==> src/verilog/cdc_pkg.sv <==
`default_nettype none
package cdc_pkg;
  // ---------------------------------------------------------------------------
  // Register map (byte-wide index, 16-bit data)
  // ---------------------------------------------------------------------------
  localparam logic [7:0] ADDR_STATUS    = 8'h00;
  localparam logic [7:0] ADDR_RESULT [2] = '{8'h01, 8'h02};
  localparam logic [7:0] ADDR_SETUP  [2] = '{8'h0b, 8'h0e};
  localparam logic [7:0] ADDR_CONFIG    = 8'h0f;
  localparam logic [7:0] ADDR_TRIM_POS  = 8'h11;
  localparam logic [7:0] ADDR_TRIM_NEG  = 8'h12;
  localparam logic [7:0] ADDR_OFFSET [2] = '{8'h13, 8'h15};
  localparam logic [7:0] ADDR_GAIN   [2] = '{8'h14, 8'h16};
  localparam logic [7:0] ADDR_CONFIG2   = 8'h1a;

  // ---------------------------------------------------------------------------
  // Field positions
  // ---------------------------------------------------------------------------
  localparam int SETUP_RANGE_LO = 6;   // Bits 7:6 range select
  localparam int SETUP_DIFF_BIT = 5;   // differential_select
  localparam int CFG_CH1_EN_BIT = 4;
  localparam int CFG_CH2_EN_BIT = 3;
  localparam int TRIM_CONN_BIT  = 7;   // Bit 7 trim connect; bits 4:0 trim code
  localparam int CFG2_RATE_LO   = 4;   // Bits 5:4 filter rate
  localparam int ST_RDY1_BIT    = 0;
  localparam int ST_RDY2_BIT    = 1;
  localparam int ST_BUSY_BIT    = 2;
  localparam int ST_PDOWN_BIT   = 3;
  localparam int TRIM_SHIFT     = 6;   // Trim LSB weight as a left shift: 64 raw code units

  // ---------------------------------------------------------------------------
  // Reset values and codes
  // ---------------------------------------------------------------------------
  localparam logic [7:0]  BYTE_RESET      = 8'h00;
  localparam logic [15:0] OFFSET_RESET    = 16'h8000;
  localparam logic [15:0] DIFF_ZERO_CODE  = 16'h8000;
  localparam logic [15:0] SE_ZERO_OFFSET  = 16'h3000;
  localparam logic [15:0] GAIN_RESET      = 16'h8000;
  localparam logic [15:0] GAIN_CAL_TARGET = 16'hf000;

  // ---------------------------------------------------------------------------
  // Timing
  // ---------------------------------------------------------------------------
  localparam int CLK_MHZ       = 250;
  localparam int CONV_US_0     = 5000;
  localparam int CONV_US_1     = 20000;
  localparam int CONV_US_2     = 50000;
  localparam int CONV_US_3     = 60000;
  localparam int CONV_CYC_0    = CONV_US_0 * CLK_MHZ;
  localparam int CONV_CYC_1    = CONV_US_1 * CLK_MHZ;
  localparam int CONV_CYC_2    = CONV_US_2 * CLK_MHZ;
  localparam int CONV_CYC_3    = CONV_US_3 * CLK_MHZ;
  localparam logic [1:0] LOAD_WAIT_CYC = 2'd3;  // Lets the OTP word pass its synchroniser
  localparam logic [4:0] DIV_LAST_STEP = 5'd31;

  // ---------------------------------------------------------------------------
  // Types
  // ---------------------------------------------------------------------------
  typedef enum logic [2:0] {
    MODE_IDLE  = 3'b000,
    MODE_CONT  = 3'b001,
    MODE_SINGLE = 3'b010,
    MODE_PDOWN = 3'b011,
    MODE_OFSCAL = 3'b101,
    MODE_GAINCAL = 3'b110
  } cdc_mode_t;

  typedef enum logic [1:0] {
    ST_LOAD = 2'b00,
    ST_IDLE = 2'b01,
    ST_CONV = 2'b11,
    ST_DIV  = 2'b10
  } cdc_state_t;
endpackage
`default_nettype wire

==> src/verilog/cdc_trim_ctrl.sv <==
// Our own choices: the address-and-strobe port and the address map.
`timescale 1ns/10ps
`default_nettype none
module cdc_trim_ctrl #(
  parameter int CONV_CYC_T0 = cdc_pkg::CONV_CYC_0,
  parameter int CONV_CYC_T1 = cdc_pkg::CONV_CYC_1,
  parameter int CONV_CYC_T2 = cdc_pkg::CONV_CYC_2,
  parameter int CONV_CYC_T3 = cdc_pkg::CONV_CYC_3
) (
  // Clock and reset
  input  wire logic        clk,
  input  wire logic        rst_b,
  // Register port
  input  wire logic [7:0]  reg_addr,
  input  wire logic [15:0] reg_wdata,
  input  wire logic        reg_wr,
  input  wire logic        reg_rd,
  output logic      [15:0] reg_rdata,
  // Factory coefficient store
  input  wire logic [15:0] otp_gain,
  // Converter front end
  input  wire logic [15:0] afe_pos_code,
  input  wire logic [15:0] afe_neg_code,
  output logic             excitation_enable,
  output logic             afe_channel,
  output logic      [1:0]  afe_range,
  output logic             afe_power_down,
  output logic             cap_neg_input_connect,
  output logic             pos_trim_connect,
  output logic      [4:0]  pos_trim_code,
  output logic             neg_trim_connect,
  output logic      [4:0]  neg_trim_code,
  output logic             filter_rate_sel_hi,
  output logic             filter_rate_sel_lo
);
  import cdc_pkg::*;

  // ---------------------------------------------------------------------------
  // Declarations
  // ---------------------------------------------------------------------------
  logic [15:0]        pos_meta, pos_sync, neg_meta, neg_sync, otp_meta, otp_sync;
  cdc_state_t         state;
  cdc_mode_t          op_mode;
  logic [1:0]         ch_en;
  logic               cur_ch;
  logic [31:0]        timer;
  logic [31:0]        conv_limit;
  logic [1:0]         load_cnt;
  logic [7:0]         setup  [2];
  logic [15:0]        offset [2];
  logic [15:0]        gain   [2];
  logic [15:0]        result [2];
  logic [1:0]         ready;
  logic               conv_done, mode_wr, mode_ok, cur_diff, div_done;
  logic               done_single, done_ofs, done_gain;
  logic signed [17:0] pos_in, neg_in, trim_p, trim_n, raw_delta;
  logic signed [35:0] product;
  logic signed [20:0] scaled, corrected, ofs_calc;
  logic [15:0]        conv_code, ofs_code, div_den;
  logic [16:0]        div_rem, rem_sh;
  logic [31:0]        div_quo;
  logic [4:0]         div_cnt;
  logic               rem_ge;

  // Clamp a signed value into the 16-bit code space
  function automatic logic [15:0] clamp16(input logic signed [20:0] v);
    if (v < 0) begin
      return 16'h0000;
    end else if (v > 21'sh00ffff) begin
      return 16'hffff;
    end
    return v[15:0];
  endfunction

  // ---------------------------------------------------------------------------
  // Input synchronisers
  // ---------------------------------------------------------------------------
  // Front end and OTP words come from another domain
  always_ff @(posedge clk or negedge rst_b) begin
    if (!rst_b) begin
      pos_meta <= '0;
      pos_sync <= '0;
      neg_meta <= '0;
      neg_sync <= '0;
      otp_meta <= '0;
      otp_sync <= '0;
    end else begin
      pos_meta <= afe_pos_code;
      pos_sync <= pos_meta;
      neg_meta <= afe_neg_code;
      neg_sync <= neg_meta;
      otp_meta <= otp_gain;
      otp_sync <= otp_meta;
    end
  end

  // ---------------------------------------------------------------------------
  // Conversion arithmetic
  // ---------------------------------------------------------------------------
  // Trim comes off before gain so it shifts the input window
  always_comb begin
    cur_diff  = setup[cur_ch][SETUP_DIFF_BIT];
    pos_in    = $signed({2'b00, pos_sync});
    neg_in    = $signed({2'b00, neg_sync});
    trim_p    = pos_trim_connect ? 18'(pos_trim_code) << TRIM_SHIFT : 18'sd0;
    trim_n    = neg_trim_connect ? 18'(neg_trim_code) << TRIM_SHIFT : 18'sd0;
    if (cur_diff) begin
      raw_delta = (pos_in - trim_p) - (neg_in - trim_n);
    end else begin
      raw_delta = pos_in - (trim_p + trim_n);
    end
    product   = raw_delta * $signed({2'b00, gain[cur_ch]});
    scaled    = product[35:15];
    // Single-ended zero sits at code 0 once the 0x3000 offset is removed
    corrected = scaled + $signed({5'b0, offset[cur_ch]})
              - (cur_diff ? 21'sd0 : $signed({5'b0, SE_ZERO_OFFSET}));
    conv_code = clamp16(corrected);
    ofs_calc  = $signed({5'b0, (cur_diff ? DIFF_ZERO_CODE : SE_ZERO_OFFSET)}) - scaled;
    ofs_code  = clamp16(ofs_calc);
  end

  // ---------------------------------------------------------------------------
  // Control decode
  // ---------------------------------------------------------------------------
  always_comb begin
    unique case ({filter_rate_sel_hi, filter_rate_sel_lo})
      2'b00: conv_limit = 32'(CONV_CYC_T0);
      2'b01: conv_limit = 32'(CONV_CYC_T1);
      2'b10: conv_limit = 32'(CONV_CYC_T2);
      2'b11: conv_limit = 32'(CONV_CYC_T3);
    endcase
    mode_wr     = reg_wr && (reg_addr == ADDR_CONFIG);
    mode_ok     = (reg_wdata[2:0] != 3'b100) && (reg_wdata[2:0] != 3'b111);
    conv_done   = (state == ST_CONV) && (timer == conv_limit - 32'd1) && !mode_wr;
    done_single = conv_done && (op_mode == MODE_SINGLE);
    done_ofs    = conv_done && (op_mode == MODE_OFSCAL);
    div_done    = (state == ST_DIV) && (div_cnt == DIV_LAST_STEP);
    done_gain   = div_done;
    rem_sh      = {div_rem[15:0], div_quo[31]};
    rem_ge      = rem_sh >= {1'b0, div_den};
  end

  // ---------------------------------------------------------------------------
  // Sequencer
  // ---------------------------------------------------------------------------
  // A mode write aborts any conversion so new settings start cleanly
  always_ff @(posedge clk or negedge rst_b) begin
    if (!rst_b) begin
      state    <= ST_LOAD;
      cur_ch   <= 1'b0;
      timer    <= '0;
      load_cnt <= '0;
    end else begin
      unique case (state)
        ST_LOAD: begin
          load_cnt <= load_cnt + 2'd1;
          if (load_cnt == LOAD_WAIT_CYC) begin
            state <= ST_IDLE;
          end
        end
        ST_IDLE: begin
          timer <= '0;
          if ((ch_en != 2'b00) && !mode_wr &&
              (op_mode inside {MODE_CONT, MODE_SINGLE, MODE_OFSCAL, MODE_GAINCAL})) begin
            state  <= ST_CONV;
            cur_ch <= !ch_en[0];
          end
        end
        ST_CONV: begin
          timer <= timer + 32'd1;
          if (mode_wr) begin
            state <= ST_IDLE;
          end else if (conv_done) begin
            timer <= '0;
            if (op_mode == MODE_GAINCAL) begin
              state <= ST_DIV;
            end else if (op_mode == MODE_CONT) begin
              cur_ch <= ch_en[!cur_ch] ? !cur_ch : cur_ch;   // Alternate enabled channels
            end else begin
              state <= ST_IDLE;
            end
          end
        end
        ST_DIV: begin
          if (div_done) begin
            state <= ST_IDLE;
          end
        end
      endcase
    end
  end

  // Gain calibration divider: scaled target over measured delta
  always_ff @(posedge clk or negedge rst_b) begin
    if (!rst_b) begin
      div_rem <= '0;
      div_quo <= '0;
      div_den <= '0;
      div_cnt <= '0;
    end else if (conv_done && (op_mode == MODE_GAINCAL)) begin
      div_rem <= '0;
      div_quo <= {1'b0, GAIN_CAL_TARGET, 15'b0};
      div_den <= clamp16(21'(raw_delta));  // Zero or negative saturates the gain
      div_cnt <= '0;
    end else if (state == ST_DIV) begin
      div_rem <= rem_ge ? rem_sh - {1'b0, div_den} : rem_sh;
      div_quo <= {div_quo[30:0], rem_ge};
      div_cnt <= div_cnt + 5'd1;
    end
  end

  // ---------------------------------------------------------------------------
  // Software registers
  // ---------------------------------------------------------------------------
  // Mode field; single and calibration runs fall back to idle when done
  always_ff @(posedge clk or negedge rst_b) begin
    if (!rst_b) begin
      op_mode <= MODE_IDLE;
      ch_en   <= '0;
    end else if (mode_wr) begin
      if (mode_ok) begin
        op_mode <= cdc_mode_t'(reg_wdata[2:0]);
      end
      ch_en <= {reg_wdata[CFG_CH2_EN_BIT], reg_wdata[CFG_CH1_EN_BIT]};
    end else if (done_single || done_ofs || done_gain) begin
      op_mode <= MODE_IDLE;
    end
  end

  // Shared trim and filter settings; reserved bits are not stored
  always_ff @(posedge clk or negedge rst_b) begin
    if (!rst_b) begin
      pos_trim_connect   <= 1'b0;
      pos_trim_code      <= '0;
      neg_trim_connect   <= 1'b0;
      neg_trim_code      <= '0;
      filter_rate_sel_hi <= 1'b0;
      filter_rate_sel_lo <= 1'b0;
    end else if (reg_wr) begin
      if (reg_addr == ADDR_TRIM_POS) begin
        pos_trim_connect <= reg_wdata[TRIM_CONN_BIT];
        pos_trim_code    <= reg_wdata[4:0];
      end
      if (reg_addr == ADDR_TRIM_NEG) begin
        neg_trim_connect <= reg_wdata[TRIM_CONN_BIT];
        neg_trim_code    <= reg_wdata[4:0];
      end
      if (reg_addr == ADDR_CONFIG2) begin
        filter_rate_sel_hi <= reg_wdata[CFG2_RATE_LO+1];
        filter_rate_sel_lo <= reg_wdata[CFG2_RATE_LO];
      end
    end
  end

  // Per-channel setup, coefficients, results and ready flags
  for (genvar c = 0; c < 2; c++) begin : g_ch
    always_ff @(posedge clk or negedge rst_b) begin
      if (!rst_b) begin
        setup[c]  <= BYTE_RESET;
        offset[c] <= OFFSET_RESET;
        gain[c]   <= GAIN_RESET;
        result[c] <= '0;
        ready[c]  <= 1'b0;
      end else begin
        if (reg_wr && (reg_addr == ADDR_SETUP[c])) begin
          setup[c] <= {reg_wdata[7:6], reg_wdata[SETUP_DIFF_BIT], 5'b0};
        end
        // Host write beats a calibration finishing in the same cycle
        if (reg_wr && (reg_addr == ADDR_OFFSET[c])) begin
          offset[c] <= reg_wdata;
        end else if (done_ofs && (cur_ch == c[0])) begin
          offset[c] <= ofs_code;
        end
        if (state == ST_LOAD) begin
          gain[c] <= otp_sync;
        end else if (reg_wr && (reg_addr == ADDR_GAIN[c])) begin
          gain[c] <= reg_wdata;
        end else if (done_gain && (cur_ch == c[0])) begin
          gain[c] <= (div_quo[30:15] != 16'h0000) ? 16'hffff
                   : {div_quo[14:0], rem_ge};
        end
        if (conv_done && (cur_ch == c[0]) &&
            (op_mode == MODE_CONT || op_mode == MODE_SINGLE)) begin
          result[c] <= conv_code;
        end
        // A new result wins over a clearing read in the same cycle
        if (conv_done && (cur_ch == c[0]) &&
            (op_mode == MODE_CONT || op_mode == MODE_SINGLE)) begin
          ready[c] <= 1'b1;
        end else if (reg_rd && (reg_addr == ADDR_RESULT[c])) begin
          ready[c] <= 1'b0;
        end
      end
    end
  end

  // ---------------------------------------------------------------------------
  // Front-end drive
  // ---------------------------------------------------------------------------
  // Registered one cycle late to keep the pins glitch free
  always_ff @(posedge clk or negedge rst_b) begin
    if (!rst_b) begin
      excitation_enable     <= 1'b0;
      afe_channel           <= 1'b0;
      afe_range             <= '0;
      afe_power_down        <= 1'b0;
      cap_neg_input_connect <= 1'b0;
    end else begin
      excitation_enable     <= (state == ST_CONV);
      afe_channel           <= cur_ch;
      afe_range             <= setup[cur_ch][SETUP_RANGE_LO+1:SETUP_RANGE_LO];
      afe_power_down        <= (op_mode == MODE_PDOWN);
      cap_neg_input_connect <= (state == ST_CONV) && cur_diff;
    end
  end

  // ---------------------------------------------------------------------------
  // Read port
  // ---------------------------------------------------------------------------
  // Data stands one cycle after the strobe; unmapped reads give zero
  always_ff @(posedge clk or negedge rst_b) begin
    if (!rst_b) begin
      reg_rdata <= '0;
    end else if (!reg_rd) begin
      reg_rdata <= '0;
    end else begin
      case (reg_addr)
        ADDR_STATUS: reg_rdata <= {12'h000, (op_mode == MODE_PDOWN),
                                   (state != ST_IDLE), ready[1], ready[0]};
        ADDR_RESULT[0]: reg_rdata <= result[0];
        ADDR_RESULT[1]: reg_rdata <= result[1];
        ADDR_SETUP[0]:  reg_rdata <= {8'h00, setup[0]};
        ADDR_SETUP[1]:  reg_rdata <= {8'h00, setup[1]};
        ADDR_CONFIG:    reg_rdata <= {11'h000, ch_en[0], ch_en[1], op_mode};
        ADDR_TRIM_POS:  reg_rdata <= {8'h00, pos_trim_connect, 2'b00, pos_trim_code};
        ADDR_TRIM_NEG:  reg_rdata <= {8'h00, neg_trim_connect, 2'b00, neg_trim_code};
        ADDR_OFFSET[0]: reg_rdata <= offset[0];
        ADDR_OFFSET[1]: reg_rdata <= offset[1];
        ADDR_GAIN[0]:   reg_rdata <= gain[0];
        ADDR_GAIN[1]:   reg_rdata <= gain[1];
        ADDR_CONFIG2:   reg_rdata <= {10'h000, filter_rate_sel_hi, filter_rate_sel_lo, 4'h0};
        default:        reg_rdata <= '0;
      endcase
    end
  end
endmodule // cdc_trim_ctrl
`default_nettype wire

==> config.mk <==
export PLATFORM = sky130hd
export DESIGN_NAME = cdc_trim_ctrl
export DESIGN_NICKNAME = d
export VERILOG_FILES = /design/src/verilog/cdc_pkg.sv /design/src/verilog/cdc_trim_ctrl.sv
export SDC_FILE = /design/constraint.sdc
export NUM_CORES = 2
export LEC_CHECK = 0
export BUFFER_PORTS_ARGS = -buffer_cell sky130_fd_sc_hd__buf_2
export CAP_MARGIN = 20
export CORE_AREA = 2 2 278 280
export CTS_BUF_LIST = sky130_fd_sc_hd__clkbuf_8
export DETAILED_ROUTE_END_ITERATION = 12
export DIE_AREA = 0 0 280 282
export PLACE_DENSITY = 0.62
export SYNTH_ARGS = -nofsm -noshare
export SYNTH_HDL_FRONTEND = slang
export SYNTH_SLANG_ARGS = --single-unit
==> constraint.sdc <==
create_clock -name clk -period 13.72 [get_ports clk]
set_input_delay 0.686 -clock clk [delete_from_list [all_inputs] [get_ports clk]]
set_output_delay 0.686 -clock clk [all_outputs]
set_load 0.02 [all_outputs]
# Yosys cells after proc, flatten, opt, wreduce, memory -nomap -nowiden
# Cells that the tools add are included.
[word_totals]
reg_bits = 347
elab_cells = 235
[classes]
multipliers = 1
addsub = 13
n_bitwise = 2
mux = 78
magnitude_cmp = 9
n_eq_ne = 40
n_reduce_logical = 54
[ops]
columns = ["op", "n"]
rows = [
  ["$mux 16", 31],
  ["$pmux 16 s13", 1],
  ["$mux 32", 4],
  ["$pmux 32 s4", 1],
  ["$pmux 32 s2", 1],
  ["$eq 8x5->1 const B", 7],
  ["$gt 21x17->1 const B", 2],
  ["$lt 21x1->1 const B", 2],
  ["$mul 18x17->35", 1],
  ["$sub 16x11->17", 2],
  ["$add 32x1->32 const B", 1],
  ["$eq 32x32->1", 1],
  ["$sub 32x1->32 const B", 1],
  ["$logic_and 1x1->1", 27],
  ["$eq 8x4->1 const B", 3],
  ["$mux 8", 3],
  ["$mux 11", 2],
  ["$add 20x17->21", 1],
  ["$sub 17x20->21", 1],
  ["$sub 21x15->21", 1],
  ["$mux 1", 19],
  ["$gt 18x17->1 const B", 1],
  ["$lt 18x1->1 const B", 1],
  ["$mux 18", 1],
  ["40 further kinds", 82],
]

# Depth between registers and ports, before layout
[logic_depth]
ltp_word = 13
depth_mapped = 56
ltp_nobuf = 52

# Least setup slack after synthesis
# No wires, ideal clock.
[synth_path]
kind = "register to register"
start = "reg pos_trim_connect"
end = "reg result[10] (netlist bit)"
path_slack_ns = 2.582
synth_period_minus_slack_ns = 11.138
setup_ns = 0.147
stages_incl_launch_ff = 52
n_path_buf = 2
arrival_time_ns = 10.992
cell_sequence = "dfrtp_1 > and2_1 > ha_1 > fa_1 > nor2b_1 > o21ai_0 > nand2b_1 > xor2_1 > ha_1 > or2_2 > o31ai_1 > a211oi_1 > o21ai_0 > o31a_1 > and2_1 > clkbuf_1 > nand2_1 > fa_1 > (+16 left out) > or2_2 > ha_1 > inv_1 > ha_1 > inv_1 > o21ai_0 > a21oi_1 > o21ai_0 > a2111oi_0 > o31ai_1 > a21oi_1 > o2111ai_1 > nor2_1 > o21bai_1 > xor2_1 > a21oi_1 > clkbuf_1 > a311oi_1"
[synth_via]
elab_chain_len = 11
word_cells_on_any_way = 15
cone_classes = "6 x add/sub; 1 x mul; 2 x order compare; 6 x mux"
[synth_rtl]
columns = ["item", "line", "rtl"]
rows = [
  ["start, declared", "cdc_trim_ctrl.sv:29", "output logic pos_trim_connect,"],
  ["start signal, assigned", "cdc_trim_ctrl.sv:241", "pos_trim_connect <= reg_wdata[TRIM_CONN_BIT];"],
  ["$mux 11 *", "cdc_trim_ctrl.sv:105", "trim_p = pos_trim_connect ? 18'(pos_trim_code) << TRIM_SHIFT : 18'sd0;"],
  ["$sub 16x11->17 / $add 11x11->12 (equally long branches)", "cdc_trim_ctrl.sv:108, cdc_trim_ctrl.sv:110", ""],
  ["$sub 17x17->18 / $sub 16x12->17 (equally long branches)", "cdc_trim_ctrl.sv:108, cdc_trim_ctrl.sv:110", ""],
  ["$mux 18 *", "cdc_trim_ctrl.sv:107", "if (cur_diff) begin"],
  ["$mul 18x17->35 *", "cdc_trim_ctrl.sv:112", "product = raw_delta * $signed({2'b00, gain[cur_ch]});"],
  ["$add 20x17->21 *", "cdc_trim_ctrl.sv:115", "corrected = scaled + $signed({5'b0, offset[cur_ch]})"],
  ["$sub 21x15->21 *", "cdc_trim_ctrl.sv:116", "- (cur_diff ? 21'sd0 : $signed({5'b0, SE_ZERO_OFFSET}));"],
  ["$gt 21x17->1", "cdc_trim_ctrl.sv:69", "end else if (v > 21'sh00ffff) begin"],
  ["$mux 1", "cdc_trim_ctrl.sv:69", ""],
  ["$mux 1", "cdc_trim_ctrl.sv:67", "if (v < 0) begin"],
  ["$mux 16 *", "cdc_trim_ctrl.sv:72", "return v[15:0];"],
  ["end signal, assigned by index", "cdc_trim_ctrl.sv:284", "result[c] <= conv_code;"],
  ["end, declared", "cdc_trim_ctrl.sv:52", "logic [15:0] result [2];"],
]
# Every way passes the cells marked *; elsewhere a longest branch is shown, timed or not.
# A chain may end at the register's enable or synchronous reset.

# Worst setup path in the final report
[layout_path]
start = "reg pos_sync[0]"
end = "reg result[14] (netlist bit)"
[layout_via]
elab_chain_len = 10
word_cells_on_any_way = 13
cone_classes = "5 x add/sub; 1 x mul; 2 x order compare; 5 x mux"
[layout_rtl]
columns = ["item", "line", "rtl"]
rows = [
  ["start, declared", "cdc_trim_ctrl.sv:41", "logic [15:0] pos_meta, pos_sync, neg_meta, neg_sync, otp_meta, otp_sync;"],
  ["start signal, assigned", "cdc_trim_ctrl.sv:89", "pos_sync <= pos_meta;"],
  ["$sub 16x11->17", "cdc_trim_ctrl.sv:108", "raw_delta = (pos_in - trim_p) - (neg_in - trim_n);"],
  ["$sub 17x17->18", "cdc_trim_ctrl.sv:108", ""],
  ["$mux 18 *", "cdc_trim_ctrl.sv:107", ""],
  ["$mul 18x17->35 *", "cdc_trim_ctrl.sv:112", ""],
  ["$add 20x17->21 *", "cdc_trim_ctrl.sv:115", ""],
  ["$sub 21x15->21 *", "cdc_trim_ctrl.sv:116", ""],
  ["$gt 21x17->1", "cdc_trim_ctrl.sv:69", ""],
  ["$mux 1", "cdc_trim_ctrl.sv:69", ""],
  ["$mux 1", "cdc_trim_ctrl.sv:67", ""],
  ["$mux 16 *", "cdc_trim_ctrl.sv:72", ""],
]
# Marks and branches as above.

==> impl_metrics.tcl <==
set metrics [dict create \
    worstSetupEndpoint "result[14]" \
    crit_type "reg -> reg" \
    die_x_microns 280 \
    async_reset_ff_share_pct 100 \
    nNetsFinal 3994 \
    ys_top_cells_by_area "dfrtp_1 (28%), fa_1 (20%), ha_1 (7.8%)" \
    grt_pass1_vias 24636 \
    grt_max_degree 119 \
    synthAdderAreaFrac_pct 27.8 \
    synth-compound-area-share_pct 14.3 \
    dieHeight_microns 282 \
    htree_num_levels 2 \
    vias 24714 \
    r2r_slack_ns 1.02 \
    ios 112 \
    synth_top_area_share_pct 28.4 \
    rr_startpoint "pos_sync[0]" \
    outcome "finished, final reports clean" \
    synthMuxAreaShare_pct 2.85 \
    port_buffers 111 \
    synth_flop_cell "dfrtp_1" \
    area_growth_syn_to_layout_pct 10.7 \
    tritoncts "yes" \
    antenna_found_initial 3 \
    hold_path.class "in -> async" \
    required_ns 14.24 \
    drc 0 \
    insertion_delay_ns 0.68 \
    finalSetupViolations 0 \
    synth_top_family_by_area "adder cells" \
    synth_edf_count 0 \
    coreArea_sq_um 75700 \
    crit_top_cell "inv_1" \
    hold_viol_final 0 \
    crit_fanout 18 \
    gp_congestion 0.957 \
    period_needed_ns 12.70 \
    synth-seq-cells 347 \
    wl_mm 93.5 \
    worstReg2RegEnd "result[14]" \
    dieArea_sq_um 79000 \
    nFillCells 7350 \
    worst-slew-pin-transition_ns 1.14 \
    rows 101 \
    cts_buffers 57 \
    clkTransAtPathRegs_ns 0.09 \
    maxCapViolations 0 \
    slew_violations 0 \
    post-route-period-util_pct 92.6 \
    postCtsHoldBufs 0 \
    cts_root_buf "clkbuf_8" \
    grt_remaining_overflow 0 \
    synthXorXnorAreaFrac_pct 3.18 \
    grt_pass1_wl_mm 147 \
    yosys.area.top_type "dfrtp_1" \
    grt_setup_unrepaired "false" \
    relSlewSlack_pct 23.2 \
    r2r_cells 50 \
    fin_skew_ns 0.0272 \
    ys_warn_count 0 \
    wire_per_inst_microns 21.0 \
    syn_nets 3891 \
    synth-simple-area-share_pct 15.2 \
    grt_util_all_layers_pct 24.2 \
    drtAntennaViolNets 0 \
    avgSynthCellArea_sq_um 9.09 \
    slowest_delay_ns 0.60 \
    synthCells 3324 \
    ys_seq_area_share_pct 28.8 \
    first_pass_iters 6 \
    yosys.cell_types.count 87 \
    start_util_pct 39.9 \
    cp-start-kind "flop" \
    drive_gt1_share_pct 10.2 \
    drt_iter0_drc 2266 \
    cts_sinks 347 \
    vias_per_cell 5.55 \
    cts_setup_buffers 0 \
    cts_buffer_depth 3 \
    slowest_stage "o211a_1" \
    max_freq_ghz 0.0787 \
    critical_path.startpoint "pos_sync[0]" \
    worstSetupEndpointType "flop" \
    arrival_ns 13.22 \
    syn-cell-area_sq_um 30200 \
    dp_hpwl_mm 71.1 \
    setup_tns_ns 0 \
]
-- cells by family after synthesis --
kind of cell,count (synthesis)
adders and majority gates,491
AOI/OAI and AO/OA,646
buffers and inverters,631
DFF,347
xor gates and xnor gates,108
and+or+nand+nor,1020
muxes,81
-- Yosys cell counts (all sizes together), types with 15 or more instances --
cell type / n
and2: 17
fa: 302
buf: 15
nand2b: 42
a22oi: 42
xor2: 36
o211ai: 65
a311oi: 17
a21o: 28
o21a: 22
inv: 504
nor2b: 25
a21oi: 123
mux2: 39
mux2i: 42
ha: 189
dfrtp: 343
or3: 17
o31ai: 15
a31oi: 65
nand4: 23
a22o: 21
and3: 46
nor2: 291
xnor2: 72
nor3: 50
clkbuf: 111
nor4: 25
nand3: 54
nand2: 404
o21ai: 165
-- worst max-delay path: cells and delay by family, from the launching register on --
family,cells,cell delay (ns)
adder cells (fa/ha/maj),11,4.61
AND/OR/NAND/NOR,8,1.49
XOR/XNOR,1,0.53
buffers and inverters,10,0.91
AO/OA/AOI/OAI,20,4.56
flip-flops,1,0.39
-- sequential cells by signal, summed over array words and instances (netlist names), 3 cells and up --
name / cells
div_quo: 32
gain: 32
offset: 32
result: 32
timer: 32
div_den: 16
div_rem: 16
neg_meta: 16
neg_sync: 16
otp_meta: 16
otp_sync: 16
pos_meta: 16
pos_sync: 16
reg_rdata: 16
setup: 6
div_cnt: 5
neg_trim_code: 5
pos_trim_code: 5
op_mode: 3
-- placed cells by master (no fill, tap or decap), types with 8 or more instances in the layout --
| cell type | n |
|---|---|
| o31ai_1 | 15 |
| o21ai_1 | 16 |
| o31a_1 | 9 |
| a22oi_1 | 41 |
| o211ai_2 | 11 |
| or3_1 | 17 |
| buf_4 | 57 |
| nand3_1 | 53 |
| o21a_1 | 22 |
| clkbuf_8 | 75 |
| o211ai_1 | 54 |
| clkinv_2 | 9 |
| nor4_1 | 22 |
| ha_1 | 189 |
| and2_1 | 16 |
| a311oi_1 | 16 |
| a21o_1 | 28 |
| dfrtp_1 | 342 |
| a21boi_0 | 8 |
| xor2_1 | 34 |
| fa_1 | 302 |
| nor2b_1 | 25 |
| nor3_1 | 49 |
| nand2b_1 | 42 |
| mux2i_1 | 40 |
| nor2_1 | 289 |
| nand2_1 | 403 |
| buf_2 | 110 |
| nand4_1 | 23 |
| a22o_1 | 21 |
| a21oi_1 | 118 |
| and3_1 | 46 |
| xnor2_1 | 72 |
| a31oi_1 | 65 |
| o21ai_0 | 149 |
| inv_1 | 513 |
| mux2_2 | 32 |
-- stage by stage --
step | setup slack [ns] | instance area, sq um | cells | util, % | hold WS (ns)
after floorplan | 2.58 | 30200 | 3324 | - | 0.331
after global placement | 1.39 | 32000 | 4343 | 42.3 | 0.333
after detailed placement | 1.23 | 32000 | 4343 | 42.3 | 0.335
after CTS | 1.16 | 33400 | 4450 | 44.1 | 0.0647
after global routing | 0.0132 | 33400 | 4454 | 44.2 | 0.0851
final | 1.02 | 33400 | 4456 | 44.2 | 0.107
-- layout make-up --
class	instances	area, sq um	area share, %
Timing Repair Buffer	170	1040	3.11
Multi-Input combinational cell	2346	19200	57.4
Tap cell	978	1220	3.66
Inverter	505	1900	5.67
Sequential cell	347	8690	26.0
Clock buffer	75	1030	3.09
Clock inverter	32	359	1.07
Antenna cell	3	7.51	0.0225
-- worst min-delay path by stage --
stage / start / to / cells past startpoint
3_3_place_gp: neg_meta[13] / neg_sync[13] / 0
4_1_cts: otp_gain[14] / otp_meta[14] / 1
3_5_place_dp: neg_meta[11] / neg_sync[11] / 0
2_1_floorplan: neg_meta[0] / neg_sync[0] / 0
5_1_grt: otp_gain[14] / otp_meta[14] / 1
6_report: rst_b / neg_meta[6] / 1
-- layer usage --
layer	part of all wire [%]	GRT usage (%)
met5	0.015	0
met3	8.7	4.62
met2	45	38.2
met4	3.7	8.72
met1	42	33.3
-- repair_timing --
| item | CTS | global route |
|---|---|---|
| gates resized for setup | 0 | 1 |
| endpoints found under the hold margin | 0 | 0 |
| setup endpoints to repair | 0 | 18 |
Power is left out: the tool's default activity adds up to more than one toggle a clock period on the data nets, which glitch-free logic cannot reach.
